<file path="config.mk">
export PLATFORM = sky130hd
export DESIGN_NAME = kwup_ports
export DESIGN_NICKNAME = d
export VERILOG_FILES = /design/src/rtl/kwup_pkg.sv /design/src/rtl/kwup_ports.sv
export SDC_FILE = /design/constraint.sdc
export NUM_CORES = 1
export LEC_CHECK = 0
export ABC_AREA = 0
export CAP_MARGIN = 30
export CORE_ASPECT_RATIO = 0.75
export CORE_MARGIN = 8
export CORE_UTILIZATION = 50
export CTS_CLUSTER_SIZE = 24
export DETAILED_ROUTE_END_ITERATION = 8
export DONT_BUFFER_PORTS = 1
export GPL_TIMING_DRIVEN = 0
export SYNTH_ARGS = -nofsm -noshare
export SYNTH_HDL_FRONTEND = slang
export SYNTH_SLANG_ARGS = --single-unit
</file>
<file path="constraint.sdc">
create_clock -name clk_sys -period 3.2 [get_ports clk_sys]
set_input_delay 0.64 -clock clk_sys [delete_from_list [all_inputs] [get_ports clk_sys]]
set_output_delay 0.64 -clock clk_sys [all_outputs]
set_load 0.01 [all_outputs]
</file>
<file path="src/rtl/kwup_pkg.sv">
// package for the key wake-up port block
package kwup_pkg;
   localparam logic [7:0] KWUP_ADDR_G_DATA = 8'h28;
   localparam logic [7:0] KWUP_ADDR_H_DATA = 8'h29;
   localparam logic [7:0] KWUP_ADDR_G_DIR = 8'h2a;
   localparam logic [7:0] KWUP_ADDR_H_DIR = 8'h2b;
   localparam logic [7:0] KWUP_ADDR_G_WEN = 8'h2c;
   localparam logic [7:0] KWUP_ADDR_H_WEN = 8'h2d;
   localparam logic [7:0] KWUP_ADDR_G_WFL = 8'h2e;
   localparam logic [7:0] KWUP_ADDR_H_WFL = 8'h2f;
   localparam logic [7:0] KWUP_ADDR_MODE = 8'h30;
   localparam logic [7:0] KWUP_RST_BYTE = 8'h00;
   localparam int KWUP_I2C_SEL_BIT = 7;
   localparam int KWUP_SDA_BIT = 6;
   localparam int KWUP_SCL_BIT = 7;
   localparam int KWUP_STOP_BIT = 0;
   localparam logic [7:0] KWUP_G_WAKE_MASK = 8'h7f;
   localparam logic [7:0] KWUP_H_WAKE_MASK = 8'hff;
   // filter oscillator period in ns, and cycles of clk_sys at 50 MHz
   localparam int KWUP_CLK_NS = 20;
   localparam int KWUP_FOSC_NS = 200;
   localparam int KWUP_FOSC_CYC = KWUP_FOSC_NS / KWUP_CLK_NS;
   localparam int KWUP_SAMPLE_CYC = KWUP_FOSC_CYC / 3;

   typedef struct packed {
      logic [7:0] addr;
      logic [7:0] wdata;
      logic wr;
      logic rd;
   } kwup_bus_t;

   typedef struct packed {
      logic [7:0] out;
      logic [7:0] oe;
      logic [7:0] pull_up;
      logic [7:0] pull_dn;
   } kwup_pins_t;

   typedef enum logic [1:0] {
      KWUP_F_IDLE = 2'b00,
      KWUP_F_SAMPLE = 2'b01,
      KWUP_F_DECIDE = 2'b10
   } kwup_fstate_t;
endpackage

</file>
<file path="src/rtl/kwup_ports.sv">
// two 8-bit ports with key wake-up flags, filter and register port
//
// Added by the designer: the strobed register port.
`timescale 1ns/1ns
module kwup_ports
   import kwup_pkg::*;
#(
   parameter int FOSC_CYC = KWUP_FOSC_CYC
) (
   input wire logic clk_sys,
   input wire logic nrst,
   input wire kwup_bus_t bus,
   output logic [7:0] rd_data,
   input wire logic [7:0] g_pin_in,
   input wire logic [7:0] h_pin_in,
   input wire logic g_pull_select_pin,
   input wire logic h_pull_select_pin,
   output kwup_pins_t g_pins,
   output kwup_pins_t h_pins,
   output logic wake_irq
);
   logic [7:0] g_data_q, h_data_q, g_dir_q, h_dir_q, g_wen_q, h_wen_q;
   logic [7:0] g_wfl_q, h_wfl_q, g_wfl_d, h_wfl_d;
   logic stop_q;
   logic [7:0] g_prev_q, h_prev_q;
   logic [7:0] g_fall, h_fall;
   logic [7:0] g_ev, h_ev;
   logic i2c_sel;
   logic g_pend, h_pend;

   // enabled falling edges of the pins that may wake the part
   function automatic logic [7:0] armed(input logic [7:0] ev, input logic [7:0] en,
         input logic [7:0] mask);
      return ev & en & mask;
   endfunction

   // pull enable on input pins when the select level matches the pull sense
   function automatic logic [7:0] pull_mask(input logic sel, input logic up,
         input logic [7:0] dir);
      return {8{sel == up}} & ~dir;
   endfunction

   // drive enable of a pin that may be open-drain: released while high
   function automatic logic drive_en(input logic dir, input logic data, input logic od);
      return dir & ~(od & data);
   endfunction

   function automatic logic hit(input logic [7:0] a);
      return bus.addr == a;
   endfunction

   assign i2c_sel = g_wen_q[KWUP_I2C_SEL_BIT];

   // data registers, open to software at any time
   always_ff @(posedge clk_sys) begin
      if (!nrst) begin
         g_data_q <= KWUP_RST_BYTE;
      end else if (bus.wr && hit(KWUP_ADDR_G_DATA)) begin
         g_data_q <= bus.wdata;
      end
   end

   // port H data
   always_ff @(posedge clk_sys) begin
      if (!nrst) begin
         h_data_q <= KWUP_RST_BYTE;
      end else if (bus.wr && hit(KWUP_ADDR_H_DATA)) begin
         h_data_q <= bus.wdata;
      end
   end

   // direction registers
   always_ff @(posedge clk_sys) begin
      if (!nrst) begin
         g_dir_q <= KWUP_RST_BYTE;
      end else if (bus.wr && hit(KWUP_ADDR_G_DIR)) begin
         g_dir_q <= bus.wdata;
      end
   end

   // port H direction
   always_ff @(posedge clk_sys) begin
      if (!nrst) begin
         h_dir_q <= KWUP_RST_BYTE;
      end else if (bus.wr && hit(KWUP_ADDR_H_DIR)) begin
         h_dir_q <= bus.wdata;
      end
   end

   // wake enables; bit 7 of port G selects start detection
   always_ff @(posedge clk_sys) begin
      if (!nrst) begin
         g_wen_q <= KWUP_RST_BYTE;
      end else if (bus.wr && hit(KWUP_ADDR_G_WEN)) begin
         g_wen_q <= bus.wdata;
      end
   end

   // port H wake enables
   always_ff @(posedge clk_sys) begin
      if (!nrst) begin
         h_wen_q <= KWUP_RST_BYTE;
      end else if (bus.wr && hit(KWUP_ADDR_H_WEN)) begin
         h_wen_q <= bus.wdata;
      end
   end

   // mode register: low bit holds STOP
   always_ff @(posedge clk_sys) begin
      if (!nrst) begin
         stop_q <= 1'b0;
      end else if (bus.wr && hit(KWUP_ADDR_MODE)) begin
         stop_q <= bus.wdata[KWUP_STOP_BIT];
      end
   end

   // filter: oscillator divider and majority vote over three samples
   kwup_fstate_t fst_q;
   logic [15:0] fcnt_q;
   logic [1:0] fsmp_q;
   logic [7:0] g_arm_q, h_arm_q;
   logic [7:0] g_fok, h_fok;
   logic [7:0] g_new, h_new;
   logic f_start;
   logic f_tick;
   logic f_last;
   logic [15:0] smp_cyc;
   assign smp_cyc = 16'(FOSC_CYC / 3 > 0 ? FOSC_CYC / 3 : 1);
   assign f_tick = fcnt_q == smp_cyc - 16'h0001;
   assign f_last = f_tick && fsmp_q == 2'b10;
   assign g_new = armed(g_fall, g_wen_q, KWUP_G_WAKE_MASK);
   assign h_new = armed(h_fall, h_wen_q, KWUP_H_WAKE_MASK);
   // enabled falling edge starts the oscillator
   assign f_start = stop_q && (g_new != 8'h00 || h_new != 8'h00);

   // filter state: idle, three samples, then the vote
   always_ff @(posedge clk_sys) begin
      if (!nrst) begin
         fst_q <= KWUP_F_IDLE;
      end else begin
         case (fst_q)
            KWUP_F_IDLE: begin
               if (f_start) fst_q <= KWUP_F_SAMPLE;
            end
            KWUP_F_SAMPLE: begin
               if (f_last) fst_q <= KWUP_F_DECIDE;
            end
            KWUP_F_DECIDE: fst_q <= KWUP_F_IDLE;
            default: fst_q <= KWUP_F_IDLE;
         endcase
      end
   end

   // divider runs only while sampling
   always_ff @(posedge clk_sys) begin
      if (!nrst || fst_q != KWUP_F_SAMPLE || f_tick) begin
         fcnt_q <= 16'h0000;
      end else begin
         fcnt_q <= fcnt_q + 16'h0001;
      end
   end

   // three samples per filter period
   always_ff @(posedge clk_sys) begin
      if (!nrst || fst_q != KWUP_F_SAMPLE) begin
         fsmp_q <= 2'b00;
      end else if (f_tick) begin
         fsmp_q <= fsmp_q + 2'b01;
      end
   end

   // a pin that falls while the filter runs joins the vote
   always_ff @(posedge clk_sys) begin
      if (!nrst || !stop_q || fst_q == KWUP_F_DECIDE) begin
         g_arm_q <= KWUP_RST_BYTE;
      end else begin
         g_arm_q <= g_arm_q | g_new;
      end
   end

   // port H pins share the same filter
   always_ff @(posedge clk_sys) begin
      if (!nrst || !stop_q || fst_q == KWUP_F_DECIDE) begin
         h_arm_q <= KWUP_RST_BYTE;
      end else begin
         h_arm_q <= h_arm_q | h_new;
      end
   end

   // per-pin two-bit low counters for the vote
   logic [1:0] g_cnt_q [8];
   logic [1:0] h_cnt_q [8];
   genvar i;
   generate
      for (i = 0; i < 8; i++) begin : g_vote
         always_ff @(posedge clk_sys) begin
            if (!nrst || fst_q == KWUP_F_IDLE) begin
               g_cnt_q[i] <= 2'b00;
               h_cnt_q[i] <= 2'b00;
            end else if (fst_q == KWUP_F_SAMPLE && f_tick) begin
               if (g_arm_q[i] && !g_pin_in[i]) g_cnt_q[i] <= g_cnt_q[i] + 2'b01;
               if (h_arm_q[i] && !h_pin_in[i]) h_cnt_q[i] <= h_cnt_q[i] + 2'b01;
            end
         end
         assign g_fok[i] = fst_q == KWUP_F_DECIDE && g_cnt_q[i] >= 2'd2;
         assign h_fok[i] = fst_q == KWUP_F_DECIDE && h_cnt_q[i] >= 2'd2;
      end
   endgenerate

   // edge detection on synchronous pins; reset loads high, so a pin low after reset gives an edge
   always_ff @(posedge clk_sys) begin
      if (!nrst) begin
         g_prev_q <= 8'hff;
      end else begin
         g_prev_q <= g_pin_in;
      end
   end

   // port H edges
   always_ff @(posedge clk_sys) begin
      if (!nrst) begin
         h_prev_q <= 8'hff;
      end else begin
         h_prev_q <= h_pin_in;
      end
   end
   assign g_fall = g_prev_q & ~g_pin_in;
   assign h_fall = h_prev_q & ~h_pin_in;

   // events: direct outside STOP, filtered inside
   always_comb begin
      g_ev = stop_q ? g_fok : g_fall;
      h_ev = stop_q ? h_fok : h_fall;
      g_ev[KWUP_SCL_BIT] = 1'b0;
      if (i2c_sel && !g_pin_in[KWUP_SCL_BIT]) g_ev[KWUP_SDA_BIT] = 1'b0;
   end

   // flag next state: clear first, then set, so an edge beats the clear
   always_comb begin
      g_wfl_d = g_wfl_q;
      if (bus.wr && hit(KWUP_ADDR_G_WFL)) g_wfl_d = g_wfl_q & ~bus.wdata;
      g_wfl_d = (g_wfl_d | g_ev) & KWUP_G_WAKE_MASK;
   end

   // port H flags
   always_comb begin
      h_wfl_d = h_wfl_q;
      if (bus.wr && hit(KWUP_ADDR_H_WFL)) h_wfl_d = h_wfl_q & ~bus.wdata;
      h_wfl_d = h_wfl_d | h_ev;
   end

   // flag registers
   always_ff @(posedge clk_sys) begin
      if (!nrst) begin
         g_wfl_q <= KWUP_RST_BYTE;
      end else begin
         g_wfl_q <= g_wfl_d;
      end
   end

   // port H flag register
   always_ff @(posedge clk_sys) begin
      if (!nrst) begin
         h_wfl_q <= KWUP_RST_BYTE;
      end else begin
         h_wfl_q <= h_wfl_d;
      end
   end

   // pending requests per port from next flag state
   assign g_pend = armed(g_wfl_d, g_wen_q, KWUP_G_WAKE_MASK) != 8'h00;
   assign h_pend = armed(h_wfl_d, h_wen_q, KWUP_H_WAKE_MASK) != 8'h00;

   // one shared wake request for all pins of both ports except port G pin 7
   always_ff @(posedge clk_sys) begin
      if (!nrst) begin
         wake_irq <= 1'b0;
      end else begin
         wake_irq <= g_pend || h_pend;
      end
   end

   // read decode
   function automatic logic [7:0] reg_value(input logic [7:0] a);
      case (a)
         KWUP_ADDR_G_DATA: return g_data_q;
         KWUP_ADDR_H_DATA: return h_data_q;
         KWUP_ADDR_G_DIR: return g_dir_q;
         KWUP_ADDR_H_DIR: return h_dir_q;
         KWUP_ADDR_G_WEN: return g_wen_q;
         KWUP_ADDR_H_WEN: return h_wen_q;
         KWUP_ADDR_G_WFL: return g_wfl_q & KWUP_G_WAKE_MASK;
         KWUP_ADDR_H_WFL: return h_wfl_q;
         KWUP_ADDR_MODE: return {7'h00, stop_q};
         default: return 8'h00;
      endcase
   endfunction

   // read port, data one cycle after strobe, zero otherwise
   always_ff @(posedge clk_sys) begin
      if (!nrst || !bus.rd) begin
         rd_data <= 8'h00;
      end else begin
         rd_data <= reg_value(bus.addr);
      end
   end

   // port G drivers; start detection makes pins 6 and 7 open-drain
   always_ff @(posedge clk_sys) begin
      if (!nrst) begin
         g_pins.out <= KWUP_RST_BYTE;
         g_pins.oe <= KWUP_RST_BYTE;
      end else begin
         g_pins.out <= g_data_q;
         g_pins.oe <= g_dir_q;
         g_pins.oe[KWUP_SDA_BIT] <= drive_en(g_dir_q[KWUP_SDA_BIT],
               g_data_q[KWUP_SDA_BIT], i2c_sel);
         g_pins.oe[KWUP_SCL_BIT] <= drive_en(g_dir_q[KWUP_SCL_BIT],
               g_data_q[KWUP_SCL_BIT], i2c_sel);
      end
   end

   // port H drivers
   always_ff @(posedge clk_sys) begin
      if (!nrst) begin
         h_pins.out <= KWUP_RST_BYTE;
         h_pins.oe <= KWUP_RST_BYTE;
      end else begin
         h_pins.out <= h_data_q;
         h_pins.oe <= h_dir_q;
      end
   end

   // pulls on input pins only, sense from the select pin
   always_ff @(posedge clk_sys) begin
      if (!nrst) begin
         g_pins.pull_up <= KWUP_RST_BYTE;
         g_pins.pull_dn <= KWUP_RST_BYTE;
      end else begin
         g_pins.pull_up <= pull_mask(g_pull_select_pin, 1'b1, g_dir_q);
         g_pins.pull_dn <= pull_mask(g_pull_select_pin, 1'b0, g_dir_q);
      end
   end

   always_ff @(posedge clk_sys) begin
      if (!nrst) begin
         h_pins.pull_up <= KWUP_RST_BYTE;
         h_pins.pull_dn <= KWUP_RST_BYTE;
      end else begin
         h_pins.pull_up <= pull_mask(h_pull_select_pin, 1'b1, h_dir_q);
         h_pins.pull_dn <= pull_mask(h_pull_select_pin, 1'b0, h_dir_q);
      end
   end
endmodule

</file>
-- After elaboration in Yosys (flattened, before gate mapping)
Memory sizes are Yosys's and may differ from the RTL's.
Cells that the tools add are included.
- bitwise logic cells: 45
- $lt $le $gt $ge: 15
- reduce and logical (&&, ||, !) cells: 77
- equal/unequal tests: 16
- add/sub/neg operators: 18
- multiplexer cells: 91
- operator list (kind ; count):
    $eq 8x6->1 const B ; 9
    $pmux 8 s9 ; 1
    $mux 1 ; 67
    $and 8x8->8 ; 8
    $logic_and 1x1->1 ; 44
    $mux 2 ; 18
    $add 2x1->2 const B ; 17
    $not 8->8 ; 4
    $reduce_bool 8->1 ; 4
    $ge 2x2->1 const B ; 15
    $and 7x7->7 ; 4
    $logic_not 1->1 ; 19
    $add 16x1->16 const B ; 1
    $eq 16x2->1 const B ; 1
    $mux 8 ; 2
    $or 1x1->1 ; 16
    $or 8x8->8 ; 2
    $mux 7 ; 2
    $logic_or 1x1->1 ; 8
    $or 8x7->8 ; 1
    $not 7->7 ; 1
    $or 7x7->7 ; 1
    $and 1x1->1 ; 4
    $eq 2x2->1 const B ; 2
    other kinds (7) ; 11
- flip-flop bits (word level): 188
- input bits: 38
- memories kept: 2
- bits in writable memories: 32
- output and inout bits: 73
- memory list (name ; words ; width ; read ports ; clocked after Yosys merged registers in ; wr ports ; line ; source):
    g_cnt_q ; 8 ; 2 ; 8 ; 0 ; 8 ; kwup_ports.sv:191 ; logic [1:0] g_cnt_q [8];
    h_cnt_q ; 8 ; 2 ; 8 ; 0 ; 8 ; kwup_ports.sv:192 ; logic [1:0] h_cnt_q [8];

-- Logic depth before layout (Yosys ltp)
An unclocked memory read counts as a cell.
- word-level depth: 9
- gate-level depth with buffers: 10
- depth with buffers taken out: 8

-- Worst setup path after synthesis
No wires, ideal clock.
- path kind: in2reg
- from: in bus[17] (netlist name)
- to: reg wake_irq
- stages on the path: 7
- arrival time: 2.445 ns
- slack: 0.630 ns
- setup time: 0.125 ns
- path buffers: 1
- path through: or3b_1 -> buf_2 -> nor4_2 -> nand2_1 -> a32oi_1 -> nand4_1 -> o41a_1
- word-level cells in the longest chain between the ends: 7
- elaborated cells between the ends (all ways): 13
- those cells by class: eq/ne (2); mux (2); bitwise (4); reduce/logical (5)
- ends and longest elaborated chain (item ; line ; source):
    from (decl) ; kwup_ports.sv:12 ; input wire kwup_bus_t bus,
    $eq 8x6->1 ; kwup_ports.sv:49 ; return bus.addr == a;
    $logic_and 1x1->1, on equally long branches ; kwup_ports.sv:241, kwup_ports.sv:248 ;
    $mux 7 or $mux 8 (tied branches) ; kwup_ports.sv:241, kwup_ports.sv:248 ;
    $or 7x7->7 or $or 8x8->8 (tied branches) ; kwup_ports.sv:242, kwup_ports.sv:249 ;
    $and 7x7->7 or $and 8x8->8 (tied branches) ; kwup_ports.sv:34 ; return ev & en & mask;
    $reduce_bool 8->1, on equally long branches ; kwup_ports.sv:271, kwup_ports.sv:272 ;
    $logic_or 1x1->1 (*) ; kwup_ports.sv:279 ; wake_irq <= g_pend || h_pend;
    to (signal assigned) ; kwup_ports.sv:279 ;
    to (decl) ; kwup_ports.sv:20 ; output logic wake_irq
Every way passes the cells marked *; elsewhere a longest branch is shown, timed or not.
A chain may end at the register's enable or synchronous reset.

==> metrics.md <==
| Metric | Value |
|---|---|
| Routed wire length | `25,000 um` |
| M2 GR Usage | `0.318` |
| Crit-path max FO | `10` |
| Synth Instances | `906` |
| Yosys Warn Count | `0` |
| CTS Buf Count | `22` |
| Initial antenna violation count | `1` |
| Mapped Area | `8840 um2` |
| Slew Viols, Final | `0` |
| Max stage delay on crit path | `0.64 ns` |
| Remaining antenna violation count | `0` |
| Async SR Flop Fraction | `0` |
| Post-synth top area cell | `dfxtp_1` |
| Largest net degree at the start of global routing | `16` |
| Synth Flop Type | `dfxtp_1` |
| Post-CTS setup buffer count | `0` |
| CTS max path bufs | `3` |
| Fmax | `340 MHz` |
| Die height | `131 um` |
| Critical path required time | `3.38 ns` |
| CP Launch Type | `flip-flop` |
| WP data arrival | `3.11 ns` |
| Starting Density | `0.505` |
| Vias per std cell | `5.76` |
| Dpl hpwl | `18,900 um` |
| Syn Nets | `962` |
| Nets | `986` |
| Top Ports | `111` |
| Status | `complete, no violations` |
| Cell leakage power | `0.00348 uW` |
| Most heavily used metal layer in global routing | `met1` |
| Max-cap viol count | `0` |
| Worst slew pin tran | `0.894 ns` |
| Cts repair resizes | `0` |
| Met3 Use GR | `0.0572` |
| Number of synthesized register bits | `217` |
| Number of synthesized flops with an enable pin | `30` |
| Die X | `170 um` |
| RePlAce Congestion | `0.929` |
| Clock root buffer | `clkbuf_16` |
| Crit Path Class | `flip-flop to flip-flop` |
| Crit-path slowest cell | `or3b_2` |
| Period minus WS final | `2.94 ns` |
| CTS sink cnt | `217` |
| IR drop worst, VDD | `0.000372 V` |
| CTS tree | `yes` |
| Via count | `6,833` |
| FF-to-FF End | `h_cnt_q[1][1]$_SDFFCE_PN0P_` |
| Area of the multi-input gates | `3870 um2` |
| Clk_lat worst skew | `0.51 ns` |
| # rows | `42` |
| Final setup violation count | `0` |
| Layout cells sized above 1 | `0.0709` |
| Critical path cell sequence | `ha_1, nor4b_1, nand4_1, or3b_2, clkbuf_1, o21ai_0` |
| IO Port Bufs | `0` |
| Worst reg2reg path startpoint | `fcnt_q[1]$_SDFF_PP0_` |
| Post-CTS Hold Buffers | `0` |
| Layout Skew | `0.0143 ns` |
| Router iterations before antenna repair | `5` |
| Residual DRC | `0` |
| Met1 GRT Util | `0.319` |
| Setup tns final | `0 ns` |
| Global-route wire length before repair | `38,500 um` |
| Final Cycle Share | `0.918` |
| Worst setup EP type | `flip-flop` |
| Synth area leaders | `dfxtp_1, edfxtp_1, nor2_1, mux2i_1, nand2_1` |
| Reg2Reg Depth | `6` |
| FILL cells | `1,589` |
| Syn avg cell area | `9.76 um2` |
| Antenna Cells | `0` |
| Core Box Area | `17,500 um2` |
| Synth-to-Final Area Change | `11.7%` |
| Register Area | `4640 um2` |
| Distinct cell type count of the synthesized netlist | `60` |
| Vias in the first global route | `6,609` |
| H-tree Lvls | `1` |
| Clk slew on worst S/H paths | `0.07 ns` |
| DR WL/cell | `21.0 um` |
| Total GRT Usage | `0.220` |
| Detailed router's first-iteration violation count | `748` |
| Max-slew headroom at the worst pin | `0.404` |
| R2r setup slk | `0.26 ns` |
| Grt ovf | `0` |
| Die Footprint | `22,200 um2` |
| Final Hold Fails | `0` |
| Pwr dens | `565 nW/um2` |
| Hold path depth | `1` |
| Register area share after synthesis | `0.525` |
| Final Total Pwr | `5590 uW` |
| Unrepaired setup endpoints after global routing | `false` |
| Post-synth top area share | `0.423` |
| Worst Hold Slack | `0.223 ns` |
| Min-Delay Path Class | `input port to flip-flop` |
| Hold path endpoint | `g_prev_q[1]$_SDFF_PN1_` |
| Hold Crit Start | `g_pin_in[1]` |
[where the power goes]
part	internal, uW	switching [uW]
clock network	1480	1080
registers	2800	38.1
logic	69.5	114
total	4350	1230
[worst max-delay path by stage]
stage | start | end | slack, ns | cells past startpoint
after detailed placement | bus[12] | wake_irq$_SDFF_PN0_ | 0.12 | 7
after global placement | bus[12] | wake_irq$_SDFF_PN0_ | 0.14 | 7
after CTS | fcnt_q[0]$_SDFF_PP0_ | h_cnt_q[1][1]$_SDFFCE_PN0P_ | 0.27 | 7
final | fcnt_q[1]$_SDFF_PP0_ | h_cnt_q[1][1]$_SDFFCE_PN0P_ | 0.26 | 6
after global routing | fcnt_q[1]$_SDFF_PP0_ | h_cnt_q[0][0]$_SDFFCE_PN0P_ | 0.02 | 6
after floorplan | bus[17] | wake_irq$_SDFF_PN0_ | 0.63 | 7
[sequential cells by signal, indices dropped and copies added (netlist names), 14 cells and up]
signal / count
g_cnt_q: 14
h_cnt_q: 16
fcnt_q: 16
g_pins: 32
h_pins: 32
[layer usage]
layer / vias up / share of wire
met5: - / 0
met4: 0 / 0.022
met3: 48 / 0.099
met2: 291 / 0.42
met1: 3329 / 0.46
li1: 3165 / -
[final cells by class]
type                       count  share of cell area
clock buffer                  30              0.0681
multi-input combinational    605               0.392
sequential                   217               0.470
tap                          242              0.0306
clock inverter                 9             0.00633
inverter                      35              0.0133
buffer                        49              0.0199
[per-stage QoR]
stage / cells / worst slack, ns / utilization / instance area [um2]
5_1_grt: 1187 / 0.0231 / 0.565 / 9880
6_report: 1187 / 0.262 / 0.565 / 9880
3_3_place_gp: 1148 / 0.138 / 0.523 / 9150
3_5_place_dp: 1148 / 0.124 / 0.523 / 9150
4_1_cts: 1187 / 0.267 / 0.565 / 9880
2_1_floorplan: 906 / 0.630 / - / 8840
[cell families (layout without fill, tap and decap cells)]
kind of cell / Yosys count / count (layout) / synth area share
DFF: 217 / 217 / 0.525
AOI/OAI and AO/OA: 135 / 135 / 0.0999
xor gates and xnor gates: 13 / 13 / 0.0129
buffers and inverters: 84 / 123 / 0.0371
and+or+nand+nor: 389 / 389 / 0.227
adders and majority gates: 18 / 18 / 0.0255
muxes: 50 / 50 / 0.0729
[synth_stat cells (3+ instances only)]
cell type  number
nor3_1         42
or3_1           3
edfxtp_1       30
a31oi_1         9
o31a_1          6
clkbuf_1       41
nand2_1        83
and2_1         33
a22o_1          3
xor2_1          8
a211oi_1        3
o211ai_1        3
buf_2           4
nor4_1          4
buf_1           3
and3b_1         4
a21oi_1        31
inv_1          35
ha_1           18
dfxtp_1       187
nand3b_1        7
nand4_1         8
mux2i_1        34
nand3_1        16
nor3b_1         9
mux2_2          5
a21boi_0       26
o21ai_0        31
xnor2_1         5
mux4_2         11
nor2b_1        45
nand2b_1       28
a22oi_1         3
nor2_1         91
and3_1          6
o2bb2ai_1       3
[worst max-delay path, delay by kind of cell (launching register included)]
kind / cells / cell delay [ns]
adders and majority gates: 1 / 0.18
AOI/OAI and AO/OA: 1 / 0.36
buffers and inverters: 1 / 0.28
DFF: 1 / 0.39
and+or+nand+nor: 3 / 1.39
[cell usage in the layout (no fill, tap or decap), types with 31 or more instances in the layout]
cell type,instances
a21oi_1,31
and2_1,33
inv_1,35
o21ai_0,31
mux2i_1,34
nand2_1,83
nor2_1,91
clkbuf_1,42
dfxtp_1,187
nor3_1,42
nor2b_1,45
(Power assumes the default switching activity.)
